==> config.mk <==
export PLATFORM = sky130hd
export DESIGN_NAME = pppf_core
export DESIGN_NICKNAME = d
export VERILOG_FILES = /design/src/rtl/pppf_pkg.sv /design/src/rtl/pppf_core.sv
export SDC_FILE = /design/constraint.sdc
export NUM_CORES = 1
export LEC_CHECK = 0
export BUFFER_PORTS_ARGS = -buffer_cell sky130_fd_sc_hd__buf_2
export CAP_MARGIN = 20
export CORE_MARGIN = 4
export CORE_UTILIZATION = 55
export CTS_BUF_LIST = sky130_fd_sc_hd__clkbuf_4
export CTS_CLUSTER_SIZE = 40
export DETAILED_ROUTE_END_ITERATION = 8
export GPL_TIMING_DRIVEN = 0
export PLACE_DENSITY = 0.73
export SLEW_MARGIN = 0
export SYNTH_ARGS = -nofsm -noshare
export SYNTH_HDL_FRONTEND = slang
export SYNTH_SLANG_ARGS = --single-unit
==> constraint.sdc <==
create_clock -name mclk -period 2.4 [get_ports mclk]
set_input_delay 0.36 -clock mclk [delete_from_list [all_inputs] [get_ports mclk]]
set_output_delay 0.36 -clock mclk [all_outputs]
set_load 0.05 [all_outputs]
==> src/rtl/pppf_pkg.sv <==
// Package for the parallel programming port flow block
package pppf_pkg;
	// Timing
	localparam int unsigned CLK_HZ          = 40_000_000;
	localparam int unsigned LATCH_WIN_US    = 10;
	localparam int unsigned LATCH_WIN_CYC   = (LATCH_WIN_US * (CLK_HZ / 1_000_000));
	localparam int unsigned PAGE_PROG_US    = 4000;
	localparam int unsigned PAGE_PROG_CYC   = (PAGE_PROG_US * (CLK_HZ / 1_000_000));
	localparam int unsigned ERASE_STEP_US   = 4000;
	localparam int unsigned ERASE_STEP_CYC  = (ERASE_STEP_US * (CLK_HZ / 1_000_000));
	// Action select coding
	localparam logic [1:0] ACT_ADDR = 2'h0;
	localparam logic [1:0] ACT_DATA = 2'h1;
	localparam logic [1:0] ACT_CMD  = 2'h2;
	// Command bytes
	localparam logic [7:0] CMD_NOP      = 8'h00;
	localparam logic [7:0] CMD_ERASE    = 8'h80;
	localparam logic [7:0] CMD_WR_FLASH = 8'h10;
	localparam logic [7:0] CMD_WR_EEP   = 8'h11;
	// Geometry
	localparam int unsigned FL_WORDS  = 32;
	localparam int unsigned FL_WBITS  = 5;
	localparam int unsigned FL_PAGES  = 128;
	localparam int unsigned EE_BYTES  = 4;
	localparam int unsigned EE_BBITS  = 2;
	localparam logic [7:0]  ERASED    = 8'hFF;
	localparam logic [3:0]  ENTRY_PAT = 4'h0;
	// Memory write request toward the arrays
	typedef struct packed {
		logic        flash;
		logic        eeprom;
		logic [6:0]  page;
		logic [15:0] addr;
	} pppf_req_t;
endpackage

==> src/rtl/pppf_core.sv <==
// Parallel programming port: mode entry, loads, page buffers, erase and page write
// Function
// - Entry pattern held ten microseconds after high voltage; device latches it.
// - Programming mode ends on power down or reset back to 0 V.
// - Command and address stay loaded across operations.
// - Erase clears flash, eeprom and locks; fuses kept; preserve fuse keeps eeprom.
// - Lock bits cleared only after program memory fully erased.
// - Action select 10 command, 00 address, 01 data; byte select low/high.
// - Each load strobe pulse while not busy captures data bus into selected target.
// - Decode 80 erase, 10 write flash, 11 write eeprom.
// - Loading the no-operation command resets internal write signals.
// - Write strobe low pulse starts operation; status low until done.
// - Page latch pulse with byte select high stores data at low address word.
// - Low address bits pick word in page, upper bits pick the page.
// - Flash page is 32 words, five low bits word, 128 pages.
// - Eeprom page is four bytes, two low bits select byte.
`timescale 1ns/1ps
module pppf_core (
	// Clock and reset
	input  wire logic                  mclk,
	input  wire logic                  resetn,
	// Programming mode request (high voltage on reset pin)
	input  wire logic                  hv_present,
	input  wire logic                  eeprom_preserve_fuse,
	// Control pins
	input  wire logic                  action_select_hi,
	input  wire logic                  action_select_lo,
	input  wire logic                  byte_select_low,
	input  wire logic                  byte_select_second,
	input  wire logic                  page_latch_strobe,
	input  wire logic                  load_strobe,
	input  wire logic                  write_strobe_n,
	input  wire logic [7:0]            data_in,
	// Status
	output logic                       ready_busy_status,
	output logic                       prog_mode,
	output logic                       lock_bits_clear,
	// Memory write port
	output pppf_pkg::pppf_req_t        mem_req,
	output logic                       mem_we,
	output logic [15:0]                mem_wdata,
	output logic [4:0]                 mem_word
);
	import pppf_pkg::*;

	typedef enum {S_IDLE, S_FLASH, S_ERASE_FL, S_ERASE_EE, S_ERASE_LK, S_EEP, S_WAIT} pppf_st_t;

	// Edge detect on a synchronised strobe pair
	function automatic logic rise(input logic cur, input logic prev);
		rise = cur & ~prev;
	endfunction

	// Page number of an address: flash pages are 32 words, eeprom pages 4 bytes
	function automatic logic [6:0] page_of(input logic [15:0] a, input logic eep);
		page_of = eep ? a[EE_BBITS +: 7] : a[FL_WBITS +: 7];
	endfunction

	//==========================================================
	// Strobe synchronisers
	//==========================================================
	logic [2:0] ld_sync_ff;
	logic [2:0] pl_sync_ff;
	logic [2:0] wr_sync_ff;
	logic [2:0] hv_sync_ff;
	logic       ld_edge;
	logic       pl_edge;
	logic       wr_edge;

	// Three stages: the first only feeds the second, edge taken from the last two
	always_ff @(posedge mclk or negedge resetn) begin
		if (!resetn) begin
			ld_sync_ff <= 3'h0;
			pl_sync_ff <= 3'h0;
			wr_sync_ff <= 3'h0;  // Idle level of the inverted strobe, no false edge
			hv_sync_ff <= 3'h0;
		end else begin
			ld_sync_ff <= {ld_sync_ff[1:0], load_strobe};
			pl_sync_ff <= {pl_sync_ff[1:0], page_latch_strobe};
			wr_sync_ff <= {wr_sync_ff[1:0], ~write_strobe_n};
			hv_sync_ff <= {hv_sync_ff[1:0], hv_present};
		end
	end
	assign ld_edge = rise(ld_sync_ff[1], ld_sync_ff[2]);
	assign pl_edge = rise(pl_sync_ff[1], pl_sync_ff[2]);
	assign wr_edge = rise(wr_sync_ff[1], wr_sync_ff[2]);

	//==========================================================
	// Mode entry
	//==========================================================
	logic [15:0] win_cnt_ff;
	logic        mode_ff;
	logic        pat_ok_ff;
	logic        hv_on;
	logic [3:0]  entry_pat;

	assign hv_on     = hv_sync_ff[1];
	assign entry_pat = {page_latch_strobe, action_select_hi, action_select_lo, byte_select_second};

	// Pattern must hold through the whole window before mode is granted
	// A wrong pattern blocks entry until the voltage is removed and reapplied
	always_ff @(posedge mclk or negedge resetn) begin
		if (!resetn) begin
			win_cnt_ff <= 16'h0000;
			pat_ok_ff  <= 1'b0;
			mode_ff    <= 1'b0;
		end else if (!hv_on) begin
			win_cnt_ff <= 16'h0000;
			pat_ok_ff  <= 1'b1;
			mode_ff    <= 1'b0;
		end else if (!mode_ff) begin
			if (entry_pat != ENTRY_PAT) begin
				pat_ok_ff <= 1'b0;
			end
			if (win_cnt_ff == 16'(LATCH_WIN_CYC - 1)) begin
				mode_ff <= pat_ok_ff && (entry_pat == ENTRY_PAT);
			end else begin
				win_cnt_ff <= win_cnt_ff + 16'h0001;
			end
		end
	end

	//==========================================================
	// Command, address and data loads
	//==========================================================
	logic [7:0]  cmd_ff;
	logic [15:0] addr_ff;
	logic [15:0] data_ff;
	logic [1:0]  act;
	logic        busy;

	assign act = {action_select_hi, action_select_lo};

	// Held until overwritten, so one command serves many locations
	// Loads while busy are dropped, so a no-op cannot cut a running page write
	always_ff @(posedge mclk or negedge resetn) begin
		if (!resetn) begin
			cmd_ff  <= CMD_NOP;
			addr_ff <= 16'h0000;
			data_ff <= 16'h0000;
		end else if (!mode_ff) begin
			cmd_ff  <= CMD_NOP;
		end else if (ld_edge && !busy) begin
			case (act)
				ACT_CMD:  cmd_ff <= data_in;
				ACT_ADDR: begin
					if (byte_select_low) addr_ff[15:8] <= data_in;
					else                 addr_ff[7:0]  <= data_in;
				end
				ACT_DATA: begin
					if (byte_select_low) data_ff[15:8] <= data_in;
					else                 data_ff[7:0]  <= data_in;
				end
				default: ;
			endcase
		end
	end

	//==========================================================
	// Page buffers
	//==========================================================
	logic [15:0] fl_buf [FL_WORDS];
	logic [7:0]  ee_buf [EE_BYTES];
	logic        is_flash;
	logic        is_eep;

	assign is_flash = (cmd_ff == CMD_WR_FLASH);
	assign is_eep   = (cmd_ff == CMD_WR_EEP);

	// Flash buffer is not preset: words not latched since the last page write
	// go to the array with their old contents
	always_ff @(posedge mclk) begin
		if (mode_ff && pl_edge && !busy) begin
			if (is_flash && byte_select_low) begin
				fl_buf[addr_ff[FL_WBITS-1:0]] <= data_ff;
			end else if (is_eep) begin
				ee_buf[addr_ff[EE_BBITS-1:0]] <= data_ff[7:0];
			end
		end
	end

	//==========================================================
	// Operation sequencer
	//==========================================================
	pppf_st_t    st_ff;
	logic [23:0] tmr_ff;
	logic [5:0]  idx_ff;
	logic        start;
	logic        known_cmd;
	logic        go;

	assign busy  = (st_ff != S_IDLE);
	assign start = mode_ff && wr_edge && !busy;

	// Only a decoded command pulls the status low; others leave it ready
	assign known_cmd = (cmd_ff == CMD_ERASE) || is_flash || is_eep;
	assign go        = start && known_cmd;

	// Erase runs flash, then eeprom unless the preserve fuse is set, then locks so locks fall last
	always_ff @(posedge mclk or negedge resetn) begin
		if (!resetn) begin
			st_ff  <= S_IDLE;
			tmr_ff <= 24'h000000;
			idx_ff <= 6'h00;
		end else if (!mode_ff) begin
			st_ff  <= S_IDLE;
		end else begin
			case (st_ff)
				S_IDLE: begin
					idx_ff <= 6'h00;
					tmr_ff <= 24'h000000;
					// An undecoded command is taken by the strobe but starts nothing
					if (start && cmd_ff == CMD_ERASE) st_ff <= S_ERASE_FL;
					else if (start && is_flash)       st_ff <= S_FLASH;
					else if (start && is_eep)         st_ff <= S_EEP;
				end
				S_FLASH: begin
					idx_ff <= idx_ff + 6'h01;
					if (idx_ff == 6'(FL_WORDS - 1)) st_ff <= S_WAIT;
				end
				S_EEP: begin
					idx_ff <= idx_ff + 6'h01;
					if (idx_ff == 6'(EE_BYTES - 1)) st_ff <= S_WAIT;
				end
				S_ERASE_FL: begin
					tmr_ff <= tmr_ff + 24'h000001;
					if (tmr_ff == 24'(ERASE_STEP_CYC - 1)) begin
						tmr_ff <= 24'h000000;
						st_ff  <= eeprom_preserve_fuse ? S_ERASE_LK : S_ERASE_EE;
					end
				end
				S_ERASE_EE: begin
					tmr_ff <= tmr_ff + 24'h000001;
					if (tmr_ff == 24'(ERASE_STEP_CYC - 1)) begin
						tmr_ff <= 24'h000000;
						st_ff  <= S_ERASE_LK;
					end
				end
				S_ERASE_LK: st_ff <= S_IDLE;
				// Fixed page write time: the array gives no done signal
				S_WAIT: begin
					tmr_ff <= tmr_ff + 24'h000001;
					if (tmr_ff == 24'(PAGE_PROG_CYC - 1)) st_ff <= S_IDLE;
				end
				default: st_ff <= S_IDLE;
			endcase
		end
	end

	//==========================================================
	// Outputs
	//==========================================================
	// Registered so the array sees clean write cycles
	// Status low only for a command that will run, from the write edge on
	always_ff @(posedge mclk or negedge resetn) begin
		if (!resetn) begin
			ready_busy_status <= 1'b1;
			prog_mode         <= 1'b0;
			lock_bits_clear   <= 1'b0;
			mem_req           <= '0;
			mem_we            <= 1'b0;
			mem_wdata         <= 16'h0000;
			mem_word          <= 5'h00;
		end else begin
			ready_busy_status <= !(busy || go);
			prog_mode         <= mode_ff;
			lock_bits_clear   <= (st_ff == S_ERASE_LK);
			mem_we            <= 1'b0;
			mem_req.flash     <= 1'b0;
			mem_req.eeprom    <= 1'b0;
			mem_req.page      <= page_of(addr_ff, is_eep);
			mem_req.addr      <= addr_ff;
			mem_word          <= idx_ff[4:0];
			// Loads are dropped while busy, so the command gating these writes cannot change mid-write
			if (is_flash && st_ff == S_FLASH) begin
				mem_we        <= 1'b1;
				mem_req.flash <= 1'b1;
				mem_wdata     <= fl_buf[idx_ff[4:0]];
			end else if (is_eep && st_ff == S_EEP) begin
				mem_we         <= 1'b1;
				mem_req.eeprom <= 1'b1;
				mem_wdata      <= {8'h00, ee_buf[idx_ff[1:0]]};
			end else if (st_ff == S_ERASE_FL) begin
				mem_req.flash <= 1'b1;
				mem_we        <= 1'b1;
				mem_wdata     <= {ERASED, ERASED};
			end else if (st_ff == S_ERASE_EE) begin
				mem_req.eeprom <= 1'b1;
				mem_we         <= 1'b1;
				mem_wdata      <= {ERASED, ERASED};
			end
		end
	end
endmodule

==> run metrics <==
status finished with violations; failing checks setup timing; Crit path arrival time 3.29 ns; fin nets 1,962; vias per cell 6.20; GRT Util Overall 27.1%; Fin Clk Skew 0.0789 ns; Peak Freq 383 MHz; final setup fails 508; CP startpoint kind flip-flop; Async SR Flop Fraction 21.8%; IO Port Bufs 67; drt total wl 73,500 um; Synth Instances 1,559; Synth Area in Adders 0.137%; Top Ports 69; Clock Latency Late Sink 1.04 ns; core box area 49,100 um^2; Synth Area in Compound Gates 4.92%; CTS clk-pin slew, worst paths 0.06 ns; fraction of synthesized cell area in xor and xnor cells 0.832%; TritonRoute pass-1 iters 5; pwr dens 680 nW/um^2; syn nets 1,581; DRC errors left 0; largest family of logic cells by synthesized area multiplexers; required time of the critical path 3.07 ns; synthesis-to-finish area growth 22.8%; TritonCTS clock tree built; Final Hold Vio Count 0; Avg WL per Cell 26.9 um; DR vias 17.0k; Place WS -1.55 ns; Fillers 3,091; initial core utilization 55.8%; Clock Sink Count 696; critical setup path kind reg2reg; top_reg_cell synth edfxtp_1; VDD IR-drop max 483 uV; Slew HR 25.3%; DP HPWL 42,100 um; Netlist Area Pre-Place 27,400 um^2; initial antenna violation count 3; post-synthesis sequential area ratio 73.6%; CTS Root Buffer Type clkbuf_4; min Tclk post-route 2.61 ns; Post-synth EDFFs 544; Worst setup EP type flip-flop; Slew Limit Fails 0; RD Place Congestion 0.850; Initial DRC Count 2,264; Netlist cell types 70; Least-Margin Pin Slew 1.12 ns; hold_ws 0.257 ns; Post-DRT Antenna Nets 0; floorplan row count 81; mux cell area share after synthesis 13.0%; Die Ht 231 um; vias in the first global route 17.3k; GR Overflow Total 0; Pwr Total 0.0229 W; Setup WS post-layout -0.214 ns; setup TNS -45.58 ns; RSZ-0062 raised after global routing yes; min-delay worst type in2reg; Die Area 53,400 um^2; Simple-Gate Fraction of Synth Area 6.09%; Max Cap Viol 0; #FFs+latches synth 696; Max Root-Sink Buffers 3; layout cells sized above 1 36.0%; Num CTS Buffers 175; largest net degree at the start of global routing 95; Critical Path Fanout Max 6; die span in x 231 um; Leakage 13.3 nW; Final Cycle Share 109%; first-pass GRT wire length 107,000 um; synth warn 0; # H-tree levels 4; Syn Area/Cell 17.5 um^2
-- cells by family after synthesis --
logic type / Yosys count
buf+inv: 86
compound gates: 192
xor+xnor: 26
fa+ha+maj: 3
flops: 696
simple gates: 332
mux: 224
-- path summary, 6_finish.rpt --
| kind | from | end | slack, ns | depth (start not counted) |
|---|---|---|---|---|
| min | eeprom_preserve_fuse | st_ff[0] | 0.26 | 5 |
| max in group asynchronous | resetn | mem_wdata[9] | 1.00 | 4 |
| min in group asynchronous | resetn | mem_wdata[1] | 0.53 | 3 |
| max reg2reg | st_ff[1] | fl_buf[31][10] | -0.21 | 10 |
| min reg2reg | hv_sync_ff[0] | hv_sync_ff[1] | 0.35 | 0 |
| max | st_ff[1] | fl_buf[31][10] | -0.21 | 10 |
-- power by group --
| group | switching [W] | internal, W | total [W] |
|---|---|---|---|
| sequential | 0.0000106 | 0.0129 | 0.0129 |
| combinational | 0.0000937 | 0.0000546 | 0.000148 |
| clock | 0.00486 | 0.00499 | 0.00985 |
-- metrics by stage --
step	std cells	cell area, um^2	utilization [%]
6_report	2736	33600	68.5
5_1_grt	2735	33600	68.5
4_1_cts	2701	32800	66.9
3_5_place_dp	2321	29100	59.4
3_3_place_gp	2290	28500	58.2
2_1_floorplan	1559	27400	-
-- area by class of cell --
class	instances	area [um^2]	area share (%)
buffer	70	487	1.45
timing repair buffer	208	2490	7.41
clock inverter	53	287	0.853
sequential	696	20100	60.0
antenna	7	17.5	0.0521
inverter	12	45.0	0.134
multi-input combinational	777	7430	22.1
clock buffer	249	1870	5.56
tap	664	831	2.47
-- cells in the final DEF (no fill, tap or decap), types with 40 or more instances in the layout --
master	instances
mux2_2	40
buf_2	76
edfxtp_1	544
nand2_1	96
clkbuf_4	254
mux4_2	102
dfrtp_1	148
mux2i_1	82
buf_6	44
a22oi_1	41
-- layer usage --
layer / vias up / track usage [%] / wire length [um]
met2: 1161 / 42.7 / 36200
met3: 192 / 7.46 / 7640
met1: 8538 / 36.1 / 26900
met4: 0 / 11.5 / 2740
met5: - / 0 / 0
li1: 7065 / - / -
-- worst max-delay path: stages, from the launching register on --
cell and delay (ns):
dfrtp_1 0.40, clkbuf_8 0.15, nor4b_4 0.33, nand4b_1 0.19, buf_6 0.17, nor3_4 0.22, buf_6 0.19, nand3_4 0.15
nor2_4 0.20, buf_12 0.15, buf_16 0.13
-- state kept, by name (all words and copies together) (netlist names), 8 cells and up --
| name | count |
|---|---|
| addr_ff | 16 |
| cmd_ff | 8 |
| data_ff | 16 |
| ee_buf | 32 |
| fl_buf | 512 |
| mem_req | 25 |
| mem_wdata | 16 |
| tmr_ff | 24 |
| win_cnt_ff | 16 |
-- what timing repair did --
item	CTS	global route
pin swaps	39	39
hold endpoints to repair	193	0
gates cloned	3	5
endpoints found under the setup margin	614	567
resized for setup	162	91
hold buffers	23	0
buffers inserted	54	14
-- cell usage after synthesis (all sizes together) (32+ instances only) --
| cell type | number | area, um^2 |
|---|---|---|
| mux2i | 82 | 821 |
| o21ai | 36 | 180 |
| edfxtp | 544 | 16300 |
| a22oi | 44 | 330 |
| nand3 | 32 | 160 |
| mux2 | 40 | 450 |
| mux4 | 102 | 2300 |
| buf | 34 | 171 |
| nand2 | 103 | 387 |
| nor2 | 78 | 295 |
| clkbuf | 40 | 150 |
| a21oi | 39 | 195 |
| dfrtp | 151 | 3780 |
No activity file was read; power rests on OpenSTA's default activity.
